<file path="src/verilog/serial_ctrl_pkg.sv">
package serial_ctrl_pkg;

    localparam logic [3:0] ADDR_CTRL     = 4'h0;
    localparam logic [3:0] ADDR_MODE     = 4'h1;
    localparam logic [3:0] ADDR_SC_MODE  = 4'h2;
    localparam logic [3:0] ADDR_IRQ_STAT = 4'h3;
    localparam logic [3:0] ADDR_IRQ_CLR  = 4'h4;
    localparam logic [3:0] ADDR_IRQ_EN   = 4'h5;
    localparam logic [3:0] ADDR_PIN_STAT = 4'h6;

    // Control register fields
    localparam int CTRL_TX_IRQ_EN   = 7;
    localparam int CTRL_RX_IRQ_EN   = 6;
    localparam int CTRL_TX_EN       = 5;
    localparam int CTRL_RX_EN       = 4;
    localparam int CTRL_WAKE_EN     = 3;
    localparam int CTRL_TX_DONE_EN  = 2;
    localparam int CTRL_CLK_SEL_HI  = 1;
    localparam int CTRL_CLK_SEL_LO  = 0;

    // Mode and smart card mode register fields
    localparam int MODE_SYNC        = 7;
    localparam int MODE_BLOCK_XFER  = 6;
    localparam int MODE_MULTIPROC   = 2;
    localparam int SC_MODE_SELECT   = 0;

    // Interrupt status, clear and enable layout
    localparam int IRQ_TX_EMPTY     = 0;
    localparam int IRQ_RX_FULL      = 1;
    localparam int IRQ_RX_ERROR     = 2;
    localparam int IRQ_TX_DONE      = 3;
    localparam int IRQ_COUNT        = 4;

    localparam logic [7:0] CTRL_RESET    = 8'h00;
    localparam logic [7:0] MODE_RESET    = 8'h00;
    localparam logic [7:0] SC_MODE_RESET = 8'h00;
    localparam logic [3:0] IRQ_EN_RESET  = 4'h0;

    // Oversampling: sixteen ticks per bit, clock high in the second half
    localparam logic [3:0] OVS_HALF = 4'h7;
    localparam logic [3:0] OVS_LAST = 4'hF;
    localparam int         OVS_DIV_DEFAULT = 4;

    typedef enum {
        SCK_PORT,
        SCK_CLK_OUT,
        SCK_CLK_IN,
        SCK_FIX_LOW,
        SCK_FIX_HIGH
    } sck_fn_t;

endpackage : serial_ctrl_pkg

</file>
<file path="src/verilog/level_sync.sv">
`timescale 1ns/1ns
module level_sync #(
    parameter int WIDTH = 1
) (
    input  wire logic             clk,
    input  wire logic             arst_n,
    input  wire logic [WIDTH-1:0] async_in,
    output logic      [WIDTH-1:0] sync_out
);
    logic [WIDTH-1:0] meta_q;

    always_ff @(posedge clk or negedge arst_n)
    begin
        if (!arst_n)
        begin
            meta_q   <= '0;
            sync_out <= '0;
        end
        else
        begin
            meta_q   <= async_in;
            sync_out <= meta_q;
        end
    end
endmodule : level_sync

</file>
<file path="src/verilog/tick_divider.sv">
`timescale 1ns/1ns
module tick_divider #(
    parameter int DIV = 4
) (
    input  wire logic clk,
    input  wire logic arst_n,
    output logic      tick
);
    localparam int CW = (DIV > 1) ? $clog2(DIV) : 1;
    localparam logic [CW-1:0] LAST = CW'(DIV - 1);

    logic [CW-1:0] cnt_q;

    always_ff @(posedge clk or negedge arst_n)
    begin
        if (!arst_n)
            cnt_q <= '0;
        else if (cnt_q == LAST)
            cnt_q <= '0;
        else
            cnt_q <= cnt_q + CW'(1);
    end

    assign tick = (cnt_q == LAST);
endmodule : tick_divider

</file>
<file path="src/verilog/serial_ctrl.sv">
`timescale 1ns/1ns
module serial_ctrl #(
    parameter int OVS_DIV = serial_ctrl_pkg::OVS_DIV_DEFAULT
) (
    input  wire logic       clk,
    input  wire logic       arst_n,
    input  wire logic [3:0] addr,
    input  wire logic [7:0] wr_data,
    input  wire logic       wr_en,
    input  wire logic       rd_en,
    output logic      [7:0] rd_data,
    input  wire logic       sck_i,
    output logic            sck_o,
    output logic            sck_oe_n,
    output logic            sck_port_mode,
    input  wire logic       tx_empty_evt,
    input  wire logic       rx_full_evt,
    input  wire logic       rx_error_evt,
    input  wire logic       tx_done_evt,
    input  wire logic       rx_mpb_one_evt,
    output logic            tx_run,
    output logic            rx_run,
    output logic            tx_bit_tick,
    output logic            rx_bit_tick,
    output logic            rx_os_tick,
    output logic            addr_skip,
    output logic            tx_empty_irq,
    output logic            rx_full_irq,
    output logic            rx_error_irq,
    output logic            tx_done_irq,
    output logic            irq
);
    logic [7:0] ctrl_q;
    logic [7:0] mode_q;
    logic [7:0] sc_mode_q;
    logic [serial_ctrl_pkg::IRQ_COUNT-1:0] irq_stat_q;
    logic [serial_ctrl_pkg::IRQ_COUNT-1:0] irq_en_q;
    logic [serial_ctrl_pkg::IRQ_COUNT-1:0] irq_evt;
    logic [serial_ctrl_pkg::IRQ_COUNT-1:0] irq_req;
    logic [7:0] rd_data_q;
    logic [7:0] rd_d;
    logic [3:0] ovs_cnt_q;
    logic       sck_sync;
    logic       sck_prev_q;
    logic       sck_rise;
    logic       sck_fall;
    logic       int_tick;
    logic       os_tick;
    logic       clk_rise;
    logic       clk_fall;
    logic       int_level;
    logic       sync_mode;
    logic       smart_card;
    logic       block_xfer;
    logic       ext_clk;
    logic       ctrl_wr;
    logic       mode_wr;
    logic       sc_mode_wr;
    logic       irq_en_wr;
    logic       irq_clr_wr;
    logic [7:0] pin_stat;
    logic [1:0] clk_sel;
    serial_ctrl_pkg::sck_fn_t sck_fn;

    function automatic logic sel_hit(input logic [3:0] a, input logic [3:0] target);
        sel_hit = (a == target);
    endfunction : sel_hit

    level_sync #(
        .WIDTH (1)
    ) u_sck_sync (
        .clk      (clk),
        .arst_n   (arst_n),
        .async_in (sck_i),
        .sync_out (sck_sync)
    );

    tick_divider #(
        .DIV (OVS_DIV)
    ) u_ovs_div (
        .clk    (clk),
        .arst_n (arst_n),
        .tick   (int_tick)
    );

    // Smart card framing is character based, so the synchronous bit means nothing there
    assign sync_mode  = mode_q[serial_ctrl_pkg::MODE_SYNC] && !smart_card;
    assign block_xfer = mode_q[serial_ctrl_pkg::MODE_BLOCK_XFER];
    assign smart_card = sc_mode_q[serial_ctrl_pkg::SC_MODE_SELECT];
    assign clk_sel    = {ctrl_q[serial_ctrl_pkg::CTRL_CLK_SEL_HI], ctrl_q[serial_ctrl_pkg::CTRL_CLK_SEL_LO]};
    assign ctrl_wr    = wr_en && sel_hit(addr, serial_ctrl_pkg::ADDR_CTRL);
    assign mode_wr    = wr_en && sel_hit(addr, serial_ctrl_pkg::ADDR_MODE);
    assign sc_mode_wr = wr_en && sel_hit(addr, serial_ctrl_pkg::ADDR_SC_MODE);
    assign irq_en_wr  = wr_en && sel_hit(addr, serial_ctrl_pkg::ADDR_IRQ_EN);
    assign irq_clr_wr = wr_en && sel_hit(addr, serial_ctrl_pkg::ADDR_IRQ_CLR);

    // Control register; address wake-up enable self-clears on a marked frame
    always_ff @(posedge clk or negedge arst_n)
    begin
        if (!arst_n)
            ctrl_q <= serial_ctrl_pkg::CTRL_RESET;
        else if (ctrl_wr)
            ctrl_q <= wr_data;
        else if (addr_skip && rx_mpb_one_evt)
            ctrl_q[serial_ctrl_pkg::CTRL_WAKE_EN] <= 1'b0;
    end

    always_ff @(posedge clk or negedge arst_n)
    begin
        if (!arst_n)
            mode_q <= serial_ctrl_pkg::MODE_RESET;
        else if (mode_wr)
            mode_q <= wr_data;
    end

    always_ff @(posedge clk or negedge arst_n)
    begin
        if (!arst_n)
            sc_mode_q <= serial_ctrl_pkg::SC_MODE_RESET;
        else if (sc_mode_wr)
            sc_mode_q <= wr_data;
    end

    always_ff @(posedge clk or negedge arst_n)
    begin
        if (!arst_n)
            irq_en_q <= serial_ctrl_pkg::IRQ_EN_RESET;
        else if (irq_en_wr)
            irq_en_q <= wr_data[serial_ctrl_pkg::IRQ_COUNT-1:0];
    end

    // Pin function; decoded live so block mode follows select changes at once
    always_comb
    begin
        sck_fn = serial_ctrl_pkg::SCK_PORT;
        if (smart_card)
        begin
            if (block_xfer)
            begin
                unique case (clk_sel)
                    2'b00:   sck_fn = serial_ctrl_pkg::SCK_FIX_LOW;
                    2'b10:   sck_fn = serial_ctrl_pkg::SCK_FIX_HIGH;
                    default: sck_fn = serial_ctrl_pkg::SCK_CLK_OUT;
                endcase
            end
            else
            begin
                // Reserved 1x leaves the pin released rather than guessing a level
                unique case (clk_sel)
                    2'b01:   sck_fn = serial_ctrl_pkg::SCK_CLK_OUT;
                    default: sck_fn = serial_ctrl_pkg::SCK_PORT;
                endcase
            end
        end
        else if (sync_mode)
        begin
            if (clk_sel[1])
                sck_fn = serial_ctrl_pkg::SCK_CLK_IN;
            else
                sck_fn = serial_ctrl_pkg::SCK_CLK_OUT;
        end
        else
        begin
            unique case (clk_sel)
                2'b00:   sck_fn = serial_ctrl_pkg::SCK_PORT;
                2'b01:   sck_fn = serial_ctrl_pkg::SCK_CLK_OUT;
                default: sck_fn = serial_ctrl_pkg::SCK_CLK_IN;
            endcase
        end
    end

    assign ext_clk = (sck_fn == serial_ctrl_pkg::SCK_CLK_IN);

    // Edge finder reads only the second synchroniser stage
    // Each pin level must last more than one clk cycle to be seen, which bounds the external clock rate
    always_ff @(posedge clk or negedge arst_n)
    begin
        if (!arst_n)
            sck_prev_q <= 1'b0;
        else
            sck_prev_q <= sck_sync;
    end

    assign sck_rise = sck_sync && !sck_prev_q;
    assign sck_fall = !sck_sync && sck_prev_q;

    // Async external clock is sixteen times the bit rate, so it feeds the oversampler
    always_comb
    begin
        if (!ext_clk)
            os_tick = int_tick;
        else if (!sync_mode)
            os_tick = sck_rise;
        else
            os_tick = 1'b0;
    end

    always_ff @(posedge clk or negedge arst_n)
    begin
        if (!arst_n)
            ovs_cnt_q <= 4'h0;
        else if (os_tick)
            ovs_cnt_q <= ovs_cnt_q + 4'h1;
    end

    // Internal bit clock: low for the first half of the bit, high for the second
    assign int_level = ovs_cnt_q[3];

    always_comb
    begin
        if (ext_clk && sync_mode)
        begin
            clk_rise = sck_rise;
            clk_fall = sck_fall;
        end
        else
        begin
            clk_rise = os_tick && (ovs_cnt_q == serial_ctrl_pkg::OVS_HALF);
            clk_fall = os_tick && (ovs_cnt_q == serial_ctrl_pkg::OVS_LAST);
        end
    end

    // Pin drive; output enable is active low
    always_ff @(posedge clk or negedge arst_n)
    begin
        if (!arst_n)
        begin
            sck_o    <= 1'b0;
            sck_oe_n <= 1'b1;
        end
        else
        begin
            unique case (sck_fn)
                serial_ctrl_pkg::SCK_CLK_OUT:
                begin
                    sck_o    <= int_level;
                    sck_oe_n <= 1'b0;
                end
                serial_ctrl_pkg::SCK_FIX_LOW:
                begin
                    sck_o    <= 1'b0;
                    sck_oe_n <= 1'b0;
                end
                serial_ctrl_pkg::SCK_FIX_HIGH:
                begin
                    sck_o    <= 1'b1;
                    sck_oe_n <= 1'b0;
                end
                serial_ctrl_pkg::SCK_CLK_IN,
                serial_ctrl_pkg::SCK_PORT:
                begin
                    sck_o    <= 1'b0;
                    sck_oe_n <= 1'b1;
                end
            endcase
        end
    end

    assign sck_port_mode = (sck_fn == serial_ctrl_pkg::SCK_PORT);

    // Transfer gating by the enables
    assign tx_run      = ctrl_q[serial_ctrl_pkg::CTRL_TX_EN];
    assign rx_run      = ctrl_q[serial_ctrl_pkg::CTRL_RX_EN];
    assign tx_bit_tick = tx_run && clk_fall;
    assign rx_bit_tick = rx_run && clk_rise;
    assign rx_os_tick  = rx_run && os_tick && !sync_mode;

    // Wake-up skipping only exists for async multiprocessor format
    assign addr_skip = ctrl_q[serial_ctrl_pkg::CTRL_WAKE_EN] && mode_q[serial_ctrl_pkg::MODE_MULTIPROC]
                       && !sync_mode && !smart_card && rx_run;

    // Events: receive events are not recorded while wake-up skipping is active
    always_comb
    begin
        irq_evt = '0;
        irq_evt[serial_ctrl_pkg::IRQ_TX_EMPTY] = tx_empty_evt && tx_run;
        irq_evt[serial_ctrl_pkg::IRQ_RX_FULL]  = rx_full_evt && rx_run && !addr_skip;
        irq_evt[serial_ctrl_pkg::IRQ_RX_ERROR] = rx_error_evt && rx_run && !addr_skip;
        irq_evt[serial_ctrl_pkg::IRQ_TX_DONE]  = tx_done_evt && tx_run;
    end

    // Sticky status: a new event in the clear cycle survives the clear
    always_ff @(posedge clk or negedge arst_n)
    begin
        if (!arst_n)
            irq_stat_q <= '0;
        else if (irq_clr_wr)
            irq_stat_q <= (irq_stat_q & ~wr_data[serial_ctrl_pkg::IRQ_COUNT-1:0]) | irq_evt;
        else
            irq_stat_q <= irq_stat_q | irq_evt;
    end

    always_comb
    begin
        irq_req = irq_stat_q & irq_en_q;
        irq_req[serial_ctrl_pkg::IRQ_TX_EMPTY] = irq_req[serial_ctrl_pkg::IRQ_TX_EMPTY]
            && ctrl_q[serial_ctrl_pkg::CTRL_TX_IRQ_EN];
        irq_req[serial_ctrl_pkg::IRQ_RX_FULL]  = irq_req[serial_ctrl_pkg::IRQ_RX_FULL]
            && ctrl_q[serial_ctrl_pkg::CTRL_RX_IRQ_EN];
        irq_req[serial_ctrl_pkg::IRQ_RX_ERROR] = irq_req[serial_ctrl_pkg::IRQ_RX_ERROR]
            && ctrl_q[serial_ctrl_pkg::CTRL_RX_IRQ_EN];
        irq_req[serial_ctrl_pkg::IRQ_TX_DONE]  = irq_req[serial_ctrl_pkg::IRQ_TX_DONE]
            && ctrl_q[serial_ctrl_pkg::CTRL_TX_DONE_EN];
    end

    assign tx_empty_irq = irq_req[serial_ctrl_pkg::IRQ_TX_EMPTY];
    assign rx_full_irq  = irq_req[serial_ctrl_pkg::IRQ_RX_FULL];
    assign rx_error_irq = irq_req[serial_ctrl_pkg::IRQ_RX_ERROR];
    assign tx_done_irq  = irq_req[serial_ctrl_pkg::IRQ_TX_DONE];
    assign irq          = |irq_req;

    // Pin status lets software watch the raw pin while it is released as a port
    assign pin_stat = {3'h0, addr_skip, sck_sync, !sck_oe_n, sck_o, ext_clk};

    // Read mux; clear register is write-only and reads zero like unmapped space
    always_comb
    begin
        rd_d = 8'h00;
        unique case (addr)
            serial_ctrl_pkg::ADDR_CTRL:     rd_d = ctrl_q;
            serial_ctrl_pkg::ADDR_MODE:     rd_d = mode_q;
            serial_ctrl_pkg::ADDR_SC_MODE:  rd_d = sc_mode_q;
            serial_ctrl_pkg::ADDR_IRQ_STAT: rd_d = {4'h0, irq_stat_q};
            serial_ctrl_pkg::ADDR_IRQ_EN:   rd_d = {4'h0, irq_en_q};
            serial_ctrl_pkg::ADDR_PIN_STAT: rd_d = pin_stat;
            default:                        rd_d = 8'h00;
        endcase
    end

    always_ff @(posedge clk or negedge arst_n)
    begin
        if (!arst_n)
            rd_data_q <= 8'h00;
        else if (rd_en)
            rd_data_q <= rd_d;
        else
            rd_data_q <= 8'h00;
    end

    // Read data return to zero after one cycle so a stale word never looks fresh
    assign rd_data = rd_data_q;

endmodule : serial_ctrl

</file>
<file path="config.mk">
export PLATFORM = sky130hd
export DESIGN_NAME = serial_ctrl
export DESIGN_NICKNAME = d
export VERILOG_FILES = /design/src/verilog/serial_ctrl_pkg.sv /design/src/verilog/level_sync.sv /design/src/verilog/tick_divider.sv /design/src/verilog/serial_ctrl.sv
export SDC_FILE = /design/constraint.sdc
export NUM_CORES = 1
export LEC_CHECK = 0
export ABC_AREA = 1
export BUFFER_PORTS_ARGS = -buffer_cell sky130_fd_sc_hd__buf_2
export CAP_MARGIN = 10
export CORE_MARGIN = 5
export CORE_UTILIZATION = 39
export CTS_CLUSTER_SIZE = 40
export DETAILED_ROUTE_END_ITERATION = 16
export PLACE_DENSITY_LB_ADDON = 0.25
export SLEW_MARGIN = 20
export SYNTH_ARGS = -nofsm -noshare
export SYNTH_HDL_FRONTEND = slang
export SYNTH_SLANG_ARGS = --single-unit
</file>
<file path="constraint.sdc">
create_clock -name clk -period 1.85 [get_ports clk]
set_input_delay 0.2775 -clock clk [delete_from_list [all_inputs] [get_ports clk]]
set_output_delay 0.2775 -clock clk [all_outputs]
set_load 0.01 [all_outputs]
</file>
# Word-level counts from Yosys, hierarchy flattened

Index checks and enable logic that the tools add are counted.
Widths: inputs -> output; s select.

Output and inout port bits: 22
Word-level logic and storage cells: 101
Register bits after elaboration: 51
Input port bits: 22

Equal/unequal tests: 16
Bitwise gates (word level): 5
Reduce and logical (&&, ||, !) cells: 45
$add $sub $neg: 2
Mux-type cells: 19

Operators with widths:

| kind                | number |
|---|---|
| $mux 32             | 3 |
| $eq 32x2->1 const B | 2 |
| $eq 32x3->1 const B | 2 |
| $logic_not 32->1    | 2 |
| $pmux 8 s6          | 1 |
| $eq 32x1->1 const B | 1 |
| $logic_and 1x1->1   | 30 |
| $eq 4x3->1 const B  | 4 |
| $and 4x4->4         | 2 |
| $eq 4x2->1 const B  | 2 |
| $mux 8              | 1 |
| $or 4x4->4          | 2 |
| $mux 1              | 7 |
| $logic_not 1->1     | 6 |
| $pmux 3 s2          | 1 |
| $reduce_or 3->1     | 2 |
| $add 4x1->4 const B | 1 |
| $eq 2x2->1 const B  | 2 |
| $eq 4x1->1 const B  | 1 |
| $eq 4x4->1 const B  | 1 |
| $logic_not 4->1     | 1 |
| $mux 2              | 2 |
| $mux 4              | 1 |
| $not 4->4           | 1 |
| other kinds (9)     | 9 |

# Longest topological paths before layout

Gate-level depths: netlist of run 1.

Depth after elaboration: 10
Gate-level depth with buffers: 8
Mapped depth without buffers: 8

# Cells and area by module

From an unflattened synthesis of run 1, not the netlist that was laid out.

Cells, all modules: 304
Area, all modules: 2524.9 sq um

By module, submodules not included:

| module       | area each (sq um) | seq. area each (sq um) | cells an instance | instances |
|---|---|---|---|---|
| serial_ctrl  | 2408.6            | 1177.4                 | 298               | 1 |
| tick_divider | 66.3              | 50.0                   | 4                 | 1 |
| level_sync   | 50.0              | 50.0                   | 2                 | 1 |

# Least setup slack after synthesis of run 1

OpenSTA, ideal clock, no wires.

Path type: register -> output
Start point: register sc_mode_q[0]
End point: output tx_bit_tick
Arrival: 1072 ps
Cell stages (with the launch flop): 5
Data required time: 1572 ps
Buffers on the path: 0
Setup slack: 501 ps
Cell sequence: dfrtp_1 nor2_2 or2_4 nand3_1 a21oi_1

Word-level cells in the longest chain between the ends: 9
Elaborated cells between the ends (all ways): 11
Classes of those cells: eq/ne: 1; mux: 5; reduce/logical: 5

RTL lines:

| item                   | line               | text |
|---|---|---|
| start, declared        | serial_ctrl.sv:35  | `logic [7:0] sc_mode_q;` |
| start signal, assigned | serial_ctrl.sv:119 | `sc_mode_q <= serial_ctrl_pkg::SC_MODE_RESET;` |
| start signal, assigned | serial_ctrl.sv:121 | `sc_mode_q <= wr_data;` |
| $logic_not 1->1        | serial_ctrl.sv:87  | `assign sync_mode = mode_q[serial_ctrl_pkg::MODE_SYNC] && !smart_card;` |
| $logic_and 1x1->1      | serial_ctrl.sv:87  |  |
| $mux 32                | serial_ctrl.sv:155 | `else if (sync_mode)` |
| $mux 32                | serial_ctrl.sv:136 | `if (smart_card)` |
| $eq 32x3->1            | serial_ctrl.sv:172 | `assign ext_clk = (sck_fn == serial_ctrl_pkg::SCK_CLK_IN);` |
| $mux 1                 | serial_ctrl.sv:190 | `if (!ext_clk)` |
| $logic_and 1x1->1      | serial_ctrl.sv:219 | `clk_fall = os_tick && (ovs_cnt_q == serial_ctrl_pkg::OVS_LAST);` |
| $mux 1 *               | serial_ctrl.sv:211 | `if (ext_clk && sync_mode)` |
| $logic_and 1x1->1 *    | serial_ctrl.sv:264 | `assign tx_bit_tick = tx_run && clk_fall;` |
| end, declared          | serial_ctrl.sv:23  | `output logic tx_bit_tick,` |

Every way passes the cells marked *; elsewhere a longest branch is shown, timed or not.

# Final worst setup path of run 1

Start point: register sc_mode_q[0]
End point: output rx_bit_tick

Word-level cells in the longest chain between the ends: 9
Elaborated cells between the ends (all ways): 11
Classes of those cells: eq/ne: 1; mux: 5; reduce/logical: 5

RTL lines:

| item                | line               | text |
|---|---|---|
| $logic_not 1->1     | serial_ctrl.sv:87  |  |
| $logic_and 1x1->1   | serial_ctrl.sv:87  |  |
| $mux 32             | serial_ctrl.sv:155 |  |
| $mux 32             | serial_ctrl.sv:136 |  |
| $eq 32x3->1         | serial_ctrl.sv:172 |  |
| $mux 1              | serial_ctrl.sv:190 |  |
| $logic_and 1x1->1   | serial_ctrl.sv:218 | `clk_rise = os_tick && (ovs_cnt_q == serial_ctrl_pkg::OVS_HALF);` |
| $mux 1 *            | serial_ctrl.sv:211 |  |
| $logic_and 1x1->1 * | serial_ctrl.sv:265 | `assign rx_bit_tick = rx_run && clk_rise;` |
| end, declared       | serial_ctrl.sv:24  | `output logic rx_bit_tick,` |

Marks and branches as above.

==> out/qor.yml, run 1 <==
status:
  status: "completed"
critical_path:
  cp.depth: 5
  path_buf_inv: 1
  rr_endpoint: "ovs_cnt_q[2]$_DFFE_PN0N_"
  critical_path.cell_chain: "nor2_4 > or2_4 > nand3_1 > a21oi_1 > buf_2"
  critPathMaxFanout: 7
  crit_path_end_kind: "primary output"
  slowest_delay_ps: 480
  worstPathArrival_ps: 1480
  critPathLaunch: "sc_mode_q[0]$_DFFE_PN0P_"
  required_ps: 1570
  r2r_setup_slack_ps: 610
  path_class: "register to primary output"
  critPathSlowestCell: "dfrtp_2"
  cp-start-kind: "register"
  r2r_cells: 6
  regToRegStartpoint: "u_ovs_div.cnt_q[0]$_DFF_PN0_"
  cp-endpoint: "rx_bit_tick"
  cp_top_family: "flip-flops"
power:
  powerDensity_mw_per_mm2: 1013
  p_leak_nw: 1.583
  vdd_drop_max_mv: 0.5311
die:
  start_util_pct: 39.79
  row_count: 29
  die_x_um: 90.26
  core_mm2: 0.006314
  die_y_um: 90.26
  pin_count: 44
  die_area_mm2: 0.008147
timing:
  setup_viol: 0
  rsz0062_at_grt: "true"
  max-slew-margin-rel_pct: 71.79
  final_max_slew_viol_count: 0
  finalCritPeriodShare_pct: 95.26
  fin_crit_ps: 1762
  tightest_slew_ps: 421.7
  finalHoldViolCount: 0
  fin_hold_ws_ps: 68.96
  finClkSkew_ps: 7.216
  fmax_mhz: 567.4
flow_run:
  cap_viol_max_count: 0
drt:
  dr.pass1.iters: 5
  post_drt_wl_per_cell_um: 14.09
  vias_per_cell: 5.002
  ant_nets: 0
  wirelength_um: 6114
  vias: 2171
  drc_errors: 0
  drt-initial-drc-count: 114
clock_tree:
  cts_buffers: 5
  cts_tree: "done"
  clock_path_buffers: 2
  clk_pin_slew_worst_paths_ps: 90
  clk_latency_ps: 310
  cts_sinks: 51
  clockRootBuffer: "clkbuf_8"
  h-tree-depth: 2
yosys:
  yosys-top-cells-area: "dfrtp_1 50%, nand2_1 12%, nand3_1 8.0%"
  ys_ff_latch: 51
  syn_avg_cell_area_um2: 8.210
  synthesis.area_mm2: 0.002512
  synth.distinct_cells: 27
  ys.warnings.count: 0
  netlist_instances: 306
  syn-num-nets: 330
  ys_seq_area_share_pct: 50.85
  yosysTopAreaCell: "dfrtp_1"
  synth.top_cell.area_share_pct: 49.80
layout:
  drive_above_1_share_pct: 24.37
  finish.net_count: 380
  final_cell_mix: "81 x nand2_1, 49 x dfrtp_1, 43 x buf_2"
  insertedDiodeCount: 0
  fin_cells: 434
  final_common_cell: "nand2_1"
  syn_to_final_growth_pct: 17.78
  n_fill_cell: 633
global_routing:
  antenna_found_initial: 0
  first_global_vias: 2144
  globalRouteOverflowTotal: 0
  grt_max_degree: 52
  gr-usage-all-layers_pct: 15.50
  grt_pass1_wl_um: 10350
place:
  io_buffers: 43
  place_congestion: 0.8209
  dp.cells: 424
  dp_hpwl_um: 4469
worst_hold_path:
  hp-class: "primary input to register"
worst reg2reg max path, delay by kind of cell, from the launching register on:
kind | cells | cell delay [ps]
buffers and inverters | 1 | 60
DFF | 1 | 390
and+or+nand+nor | 4 | 470
adders and majority gates | 1 | 220
cell usage after synthesis:
cell / instances
nand2_1: 82
dfrtp_1: 50
nand3_1: 40
inv_1: 35
nor2_1: 22
o21ai_1: 16
a21oi_1: 10
o21ai_2: 8
nand2_2: 6
o21ai_0: 6
inv_2: 4
nor2_2: 4
buf_2: 3
nand2_4: 3
buf_6: 2
ha_1: 2
nor3_1: 2
o211ai_1: 2
dfstp_2: 1
nand4_1: 1
nor2_4: 1
nor2_8: 1
nor3b_1: 1
o22ai_2: 1
or2_4: 1
xnor2_1: 1
xor2_1: 1
per-stage QoR:
stage	utilization [%]	setup slack (ps)	total power, mW	TNS, ps	cell area (µm²)
2_1_floorplan	-	500.7	1.963	0	2512
3_3_place_gp	44.69	406.3	2.219	0	2821
3_5_place_dp	44.69	334.4	2.237	0	2821
4_1_cts	46.63	34.86	3.008	0	2944
5_1_grt	46.87	-35.93	3.201	-35.93	2959
6_report	46.87	87.67	2.997	0	2959
what timing repair did:
item                       in CTS  in global routing
gates resized for setup         2                  3
hold endpoints to repair       50                  0
setup endpoints to repair       1                  4
buffers inserted                0                  1
hold buffers                    1                  0
how the worst min path moves through the flow:
| stage | startpoint | to | cells past startpoint |
|---|---|---|---|
| global placement | arst_n | irq_en_q[2]$_DFFE_PN0P_ | 2 |
| CTS | sck_i | u_sck_sync.meta_q$_DFF_PN0_ | 1 |
| floorplan | arst_n | ctrl_q[0]$_DFFE_PN0P_ | 0 |
| finish | sck_i | u_sck_sync.meta_q$_DFF_PN0_ | 1 |
| global route | sck_i | u_sck_sync.meta_q$_DFF_PN0_ | 1 |
| detailed placement | arst_n | sc_mode_q[2]$_DFFE_PN0P_ | 2 |
registers in the layout (all words and copies together) (netlist names):
signal,flops
u_ovs_div.cnt_q,2
ovs_cnt_q,4
sck_oe_n,1
irq_en_q,4
sc_mode_q,8
sck_prev_q,1
mode_q,8
sck_o,1
irq_stat_q,4
u_sck_sync.meta_q,1
u_sck_sync.sync_out,1
ctrl_q,8
rd_data,8
area by class of cell:
type	count	area [µm²]	area share, %
clock buffers	7	76.32	2.579
flip-flops and latches	51	1279	43.21
well taps	77	96.34	3.256
clock inverters	1	30.03	1.015
repair buffers	48	267.8	9.049
inverters	39	146.4	4.947
multi-input cells	211	1064	35.94
metal layers:
layer	routed length (µm)	up-vias	GRT usage, %	part of all wire [%]
li1	-	1081	-	-
met1	2786	1026	20.30	46
met2	2905	57	25.00	48
met3	356	7	4.583	5.8
met4	66	0	4.218	1.1
met5	0	-	0	0
cell families (layout without fill, tap and decap cells):
| family | after synthesis | count (layout) | synth area share [%] |
|---|---|---|---|
| fa+ha+maj | 2 | 2 | 0.9959 |
| flops | 51 | 51 | 50.85 |
| buf+inv | 44 | 95 | 7.320 |
| compound gates | 43 | 43 | 10.26 |
| simple gates | 164 | 164 | 29.88 |
| xor+xnor | 2 | 2 | 0.6973 |
power breakdown:
group | total [mW] | switching [mW] | internal [mW]
Sequential | 1.52 | 0.191 | 1.33
Combinational | 0.714 | 0.421 | 0.293
Clock | 0.763 | 0.358 | 0.405
Power figures use the tool's default switching activity.
==> run 2, diff against run 1 <==
CTS_BUF_LIST = sky130_fd_sc_hd__clkbuf_4 sky130_fd_sc_hd__clkbuf_8   (was unset)
==> out/qor.yml, run 2 (synthesized netlist as in run 1, its figures left out) <==
global_routing:
  first_global_vias: 2147
  grt_max_degree: 52
  grt_pass1_wl_um: 10370
  busiest_layer: "met2"
  use_met3_pct: 4.583
  antenna_found_initial: 0
  met1_usage_pct: 20.35
  met2_usage_pct: 25.12
  gr-usage-all-layers_pct: 15.56
  globalRouteOverflowTotal: 0
layout:
  final_cell_mix: "80 x nand2_1, 49 x dfrtp_1, 43 x buf_2"
  finish.net_count: 380
  design_area_mm2: 0.002969
  final_common_cell: "nand2_1"
  syn_to_final_growth_pct: 18.18
  drive_above_1_share_pct: 25.21
  insertedDiodeCount: 0
  fin_util_pct: 47.03
critical_path:
  cp-start-kind: "register"
  regToRegStartpoint: "u_ovs_div.cnt_q[0]$_DFF_PN0_"
  critPathLaunch: "sc_mode_q[0]$_DFFE_PN0P_"
  worstPathArrival_ps: 1490
  path_class: "register to primary output"
  critPathMaxFanout: 7
  rr_endpoint: "ovs_cnt_q[2]$_DFFE_PN0N_"
  required_ps: 1570
  r2r_cells: 6
  cp-endpoint: "rx_bit_tick"
  r2r_setup_slack_ps: 610
  crit_path_end_kind: "primary output"
drt:
  drc_errors: 0
  vias_per_cell: 5.009
  dr.pass1.iters: 4
  vias: 2174
  wirelength_um: 6154
  drt-initial-drc-count: 127
  ant_nets: 0
  post_drt_wl_per_cell_um: 14.18
timing:
  tightest_slew_ps: 420.1
  max-slew-margin-rel_pct: 71.89
  fmax_mhz: 566.6
  layout_setup_ws_ps: 84.94
  fin_crit_ps: 1765
  rsz0062_at_grt: "true"
  final_max_slew_viol_count: 0
  finClkSkew_ps: 7.035
  finalCritPeriodShare_pct: 95.41
  setup_viol: 0
  finalHoldViolCount: 0
die:
  start_util_pct: 39.79
  die_area_mm2: 0.008147
  core_mm2: 0.006314
  pin_count: 44
  die_y_um: 90.26
  row_count: 29
  die_x_um: 90.26
power:
  powerDensity_mw_per_mm2: 1023
  p_leak_nw: 1.591
  vdd_drop_max_mv: 0.5323
place:
  dpl_worst_slack_ps: 334.4
  place_congestion: 0.8209
  dp_hpwl_um: 4469
  placed_area_mm2: 0.002821
  io_buffers: 43
flow_run:
  cap_viol_max_count: 0
clock_tree:
  clk_latency_ps: 310
  clk_pin_slew_worst_paths_ps: 90
  cts_tree: "done"
  clock_path_buffers: 2
  h-tree-depth: 2
  cts_sinks: 51
  clockRootBuffer: "clkbuf_8"
  cts_buffers: 5
worst_hold_path:
  hp-class: "primary input to register"
status:
  status: "completed"
[run 2: worst min path at each step]
stage          startpoint                           to  cells after the start
4_1_cts             sck_i  u_sck_sync.meta_q$_DFF_PN0_                      1
5_1_grt             sck_i  u_sck_sync.meta_q$_DFF_PN0_                      1
2_1_floorplan      arst_n        ctrl_q[0]$_DFFE_PN0P_                      0
6_report            sck_i  u_sck_sync.meta_q$_DFF_PN0_                      1
3_5_place_dp       arst_n     sc_mode_q[2]$_DFFE_PN0P_                      2
3_3_place_gp       arst_n      irq_en_q[2]$_DFFE_PN0P_                      2
[run 2: metrics by stage]
| step | hold slack, ps | TNS [ps] | cells | power, mW |
|---|---|---|---|---|
| after CTS | 63.57 | 0 | 433 | 3.039 |
| after global routing | 55.58 | -19.79 | 434 | 3.237 |
| after detailed placement | 287.1 | 0 | 424 | 2.237 |
| final | 68.03 | 0 | 434 | 3.039 |
| after global placement | 292.6 | 0 | 424 | 2.219 |
| after floorplan | -18.09 | 0 | 306 | 1.963 |
[run 2: per-layer routing]
layer	routed length, µm	share of wire (%)	vias up
met1	2779	45	1009
li1	-	-	1083
met2	2852	46	68
met5	0	0	-
met3	395	6.4	14
met4	126	2.0	0
[run 2: layout make-up]
| class | count | area [µm²] |
|---|---|---|
| tap | 77 | 96.34 |
| clock inverter | 1 | 30.03 |
| timing repair buffer | 48 | 267.8 |
| fill | 633 | 3344 |
| sequential | 51 | 1279 |
| clock buffer | 7 | 83.83 |
| multi-input combinational | 211 | 1066 |
| inverter | 39 | 146.4 |
[run 2: repair_timing]
| action | CTS | global route |
|---|---|---|
| setup endpoints to repair | 1 | 4 |
| gates resized for setup | 2 | 4 |
| setup buffers | 0 | 1 |
| pin swaps | 0 | 1 |
| endpoints found under the hold margin | 50 | 0 |
| hold buffers | 1 | 0 |
[run 2: power by group]
part	leakage (nW)	internal, mW	total (mW)	switching [mW]
clock network	0.0593	0.435	0.797	0.362
logic	0.903	0.295	0.719	0.424
registers	0.628	1.33	1.52	0.194
[run 2: critical path: stages, from the launching register on]
cell,delay [ps]
dfrtp_2,480
nor2_4,190
or2_4,170
nand3_1,70
a21oi_1,130
buf_2,150
==> run 3, diff against run 2 <==
CORE_MARGIN = unset   (was 5)
==> out/qor.yml, run 3 (synthesized netlist as in run 1, its figures left out) <==
layout:
  fin_util_pct: 48.70
  syn_to_final_growth_pct: 17.48
  drive_above_1_share_pct: 25.35
  final_common_cell: "nand2_1"
  final_cell_mix: "81 x nand2_1, 49 x dfrtp_1, 43 x buf_2"
  finish.net_count: 382
  insertedDiodeCount: 0
worst_hold_path:
  hp-class: "primary input to register"
  hold-path-cell-count: 1
clock_tree:
  cts_sinks: 51
  clk_latency_ps: 310
  cts_tree: "done"
  clk_pin_slew_worst_paths_ps: 90
  cts_buffers: 5
  clock_path_buffers: 2
  h-tree-depth: 2
  clockRootBuffer: "clkbuf_8"
global_routing:
  grt_max_degree: 52
  busiest_layer: "met2"
  grt_pass1_wl_um: 9749
  met1_usage_pct: 24.88
  globalRouteOverflowTotal: 0
  gr-usage-all-layers_pct: 19.65
  met2_usage_pct: 32.64
  use_met3_pct: 5.055
  antenna_found_initial: 0
  first_global_vias: 2062
flow_run:
  cap_viol_max_count: 0
drt:
  post_drt_wl_per_cell_um: 13.53
  ant_nets: 0
  wirelength_um: 5873
  drc_errors: 0
  vias_per_cell: 4.984
  drt-initial-drc-count: 144
  vias: 2163
  dr.pass1.iters: 4
timing:
  tns_ps: 0
  final_max_slew_viol_count: 0
  finalCritPeriodShare_pct: 93.20
  fmax_mhz: 579.9
  setup_viol: 0
  finClkSkew_ps: 4.002
  fin_crit_ps: 1724
  tightest_slew_ps: 431.6
  rsz0062_at_grt: "false"
  max-slew-margin-rel_pct: 71.12
  finalHoldViolCount: 0
power:
  vdd_drop_max_mv: 0.6417
  powerDensity_mw_per_mm2: 983.2
  p_leak_nw: 1.582
critical_path:
  crit_path_end_kind: "primary output"
  path_class: "register to primary output"
  r2r_cells: 6
  worstPathArrival_ps: 1450
  slowest_delay_ps: 460
  required_ps: 1570
  critPathMaxFanout: 5
  critical_path.cell_chain: "buf_4 > nand3_1 > nand2_1 > nor3b_1 > buf_2"
  critPathSlowestCell: "dfrtp_2"
  cp-start-kind: "register"
die:
  die_x_um: 82.26
  pin_count: 44
  die_y_um: 82.26
  row_count: 28
  core_mm2: 0.006061
  start_util_pct: 41.45
  die_area_mm2: 0.006767
status:
  status: "completed"
place:
  io_buffers: 43
  dp_hpwl_um: 4225
  place_congestion: 0.8490
run 3: repair_timing:
item,4_1_cts,5_1_grt
endpoints found under the hold margin,50,0
hold buffers,1,0
gates resized for setup,2,4
cloned,0,0
setup buffers,0,3
pin swaps,0,2
endpoints found under the setup margin,2,4
run 3: metal layers:
metal | share of wire, % | up-vias
met2 | 46 | 51
met5 | 0 | -
li1 | - | 1078
met1 | 46 | 1022
met4 | 2.2 | 0
met3 | 5.3 | 12
run 3: worst paths after layout:
check / slack, ps / endpoint / start
max: 130 / sck_port_mode / sc_mode_q[0]$_DFFE_PN0P_
min: 60 / u_sck_sync.meta_q$_DFF_PN0_ / sck_i
max reg2reg: 530 / rd_data[4]$_DFF_PN0_ / sc_mode_q[0]$_DFFE_PN0P_
min reg2reg: 360 / u_sck_sync.sync_out$_DFF_PN0_ / u_sck_sync.meta_q$_DFF_PN0_
max in group asynchronous: 1090 / sck_oe_n$_DFF_PN1_ / arst_n
min in group asynchronous: 470 / irq_en_q[2]$_DFFE_PN0P_ / arst_n
run 3: power by group:
| group | switching [mW] | leakage (nW) | total (mW) | internal [mW] |
|---|---|---|---|---|
| combinational | 0.422 | 0.909 | 0.732 | 0.310 |
| sequential | 0.183 | 0.628 | 1.51 | 1.33 |
| clock | 0.377 | 0.0446 | 0.657 | 0.280 |
| total | 0.983 | 1.58 | 2.90 | 1.92 |
run 3: critical path: cells and delay by family, from the launching register on:
kind | cells | cell delay (ps)
flops | 1 | 460
simple gates | 3 | 350
buf+inv | 2 | 320
run 3: per-stage QoR:
stage | hold WS [ps] | setup slack [ps] | instance area, µm² | std cells | power [mW]
global route | 51.98 | 0.7304 | 2952 | 434 | 3.097
CTS | 55.24 | 42.42 | 2924 | 431 | 2.886
floorplan | -18.09 | 500.7 | 2512 | 306 | 1.963
finish | 64.62 | 125.7 | 2952 | 434 | 2.902
detailed placement | 292.4 | 355.5 | 2819 | 422 | 2.226
global placement | 291.3 | 390.4 | 2819 | 422 | 2.209
run 3: area by class of cell:
| cell class | count | area, µm² |
|---|---|---|
| fill | 611 | 3109 |
| sequential | 51 | 1279 |
| multi-input combinational | 211 | 1061 |
| timing repair buffer | 50 | 282.8 |
| inverter | 39 | 146.4 |
| tap | 75 | 93.84 |
| clock buffer | 6 | 76.32 |
| clock inverter | 2 | 12.51 |
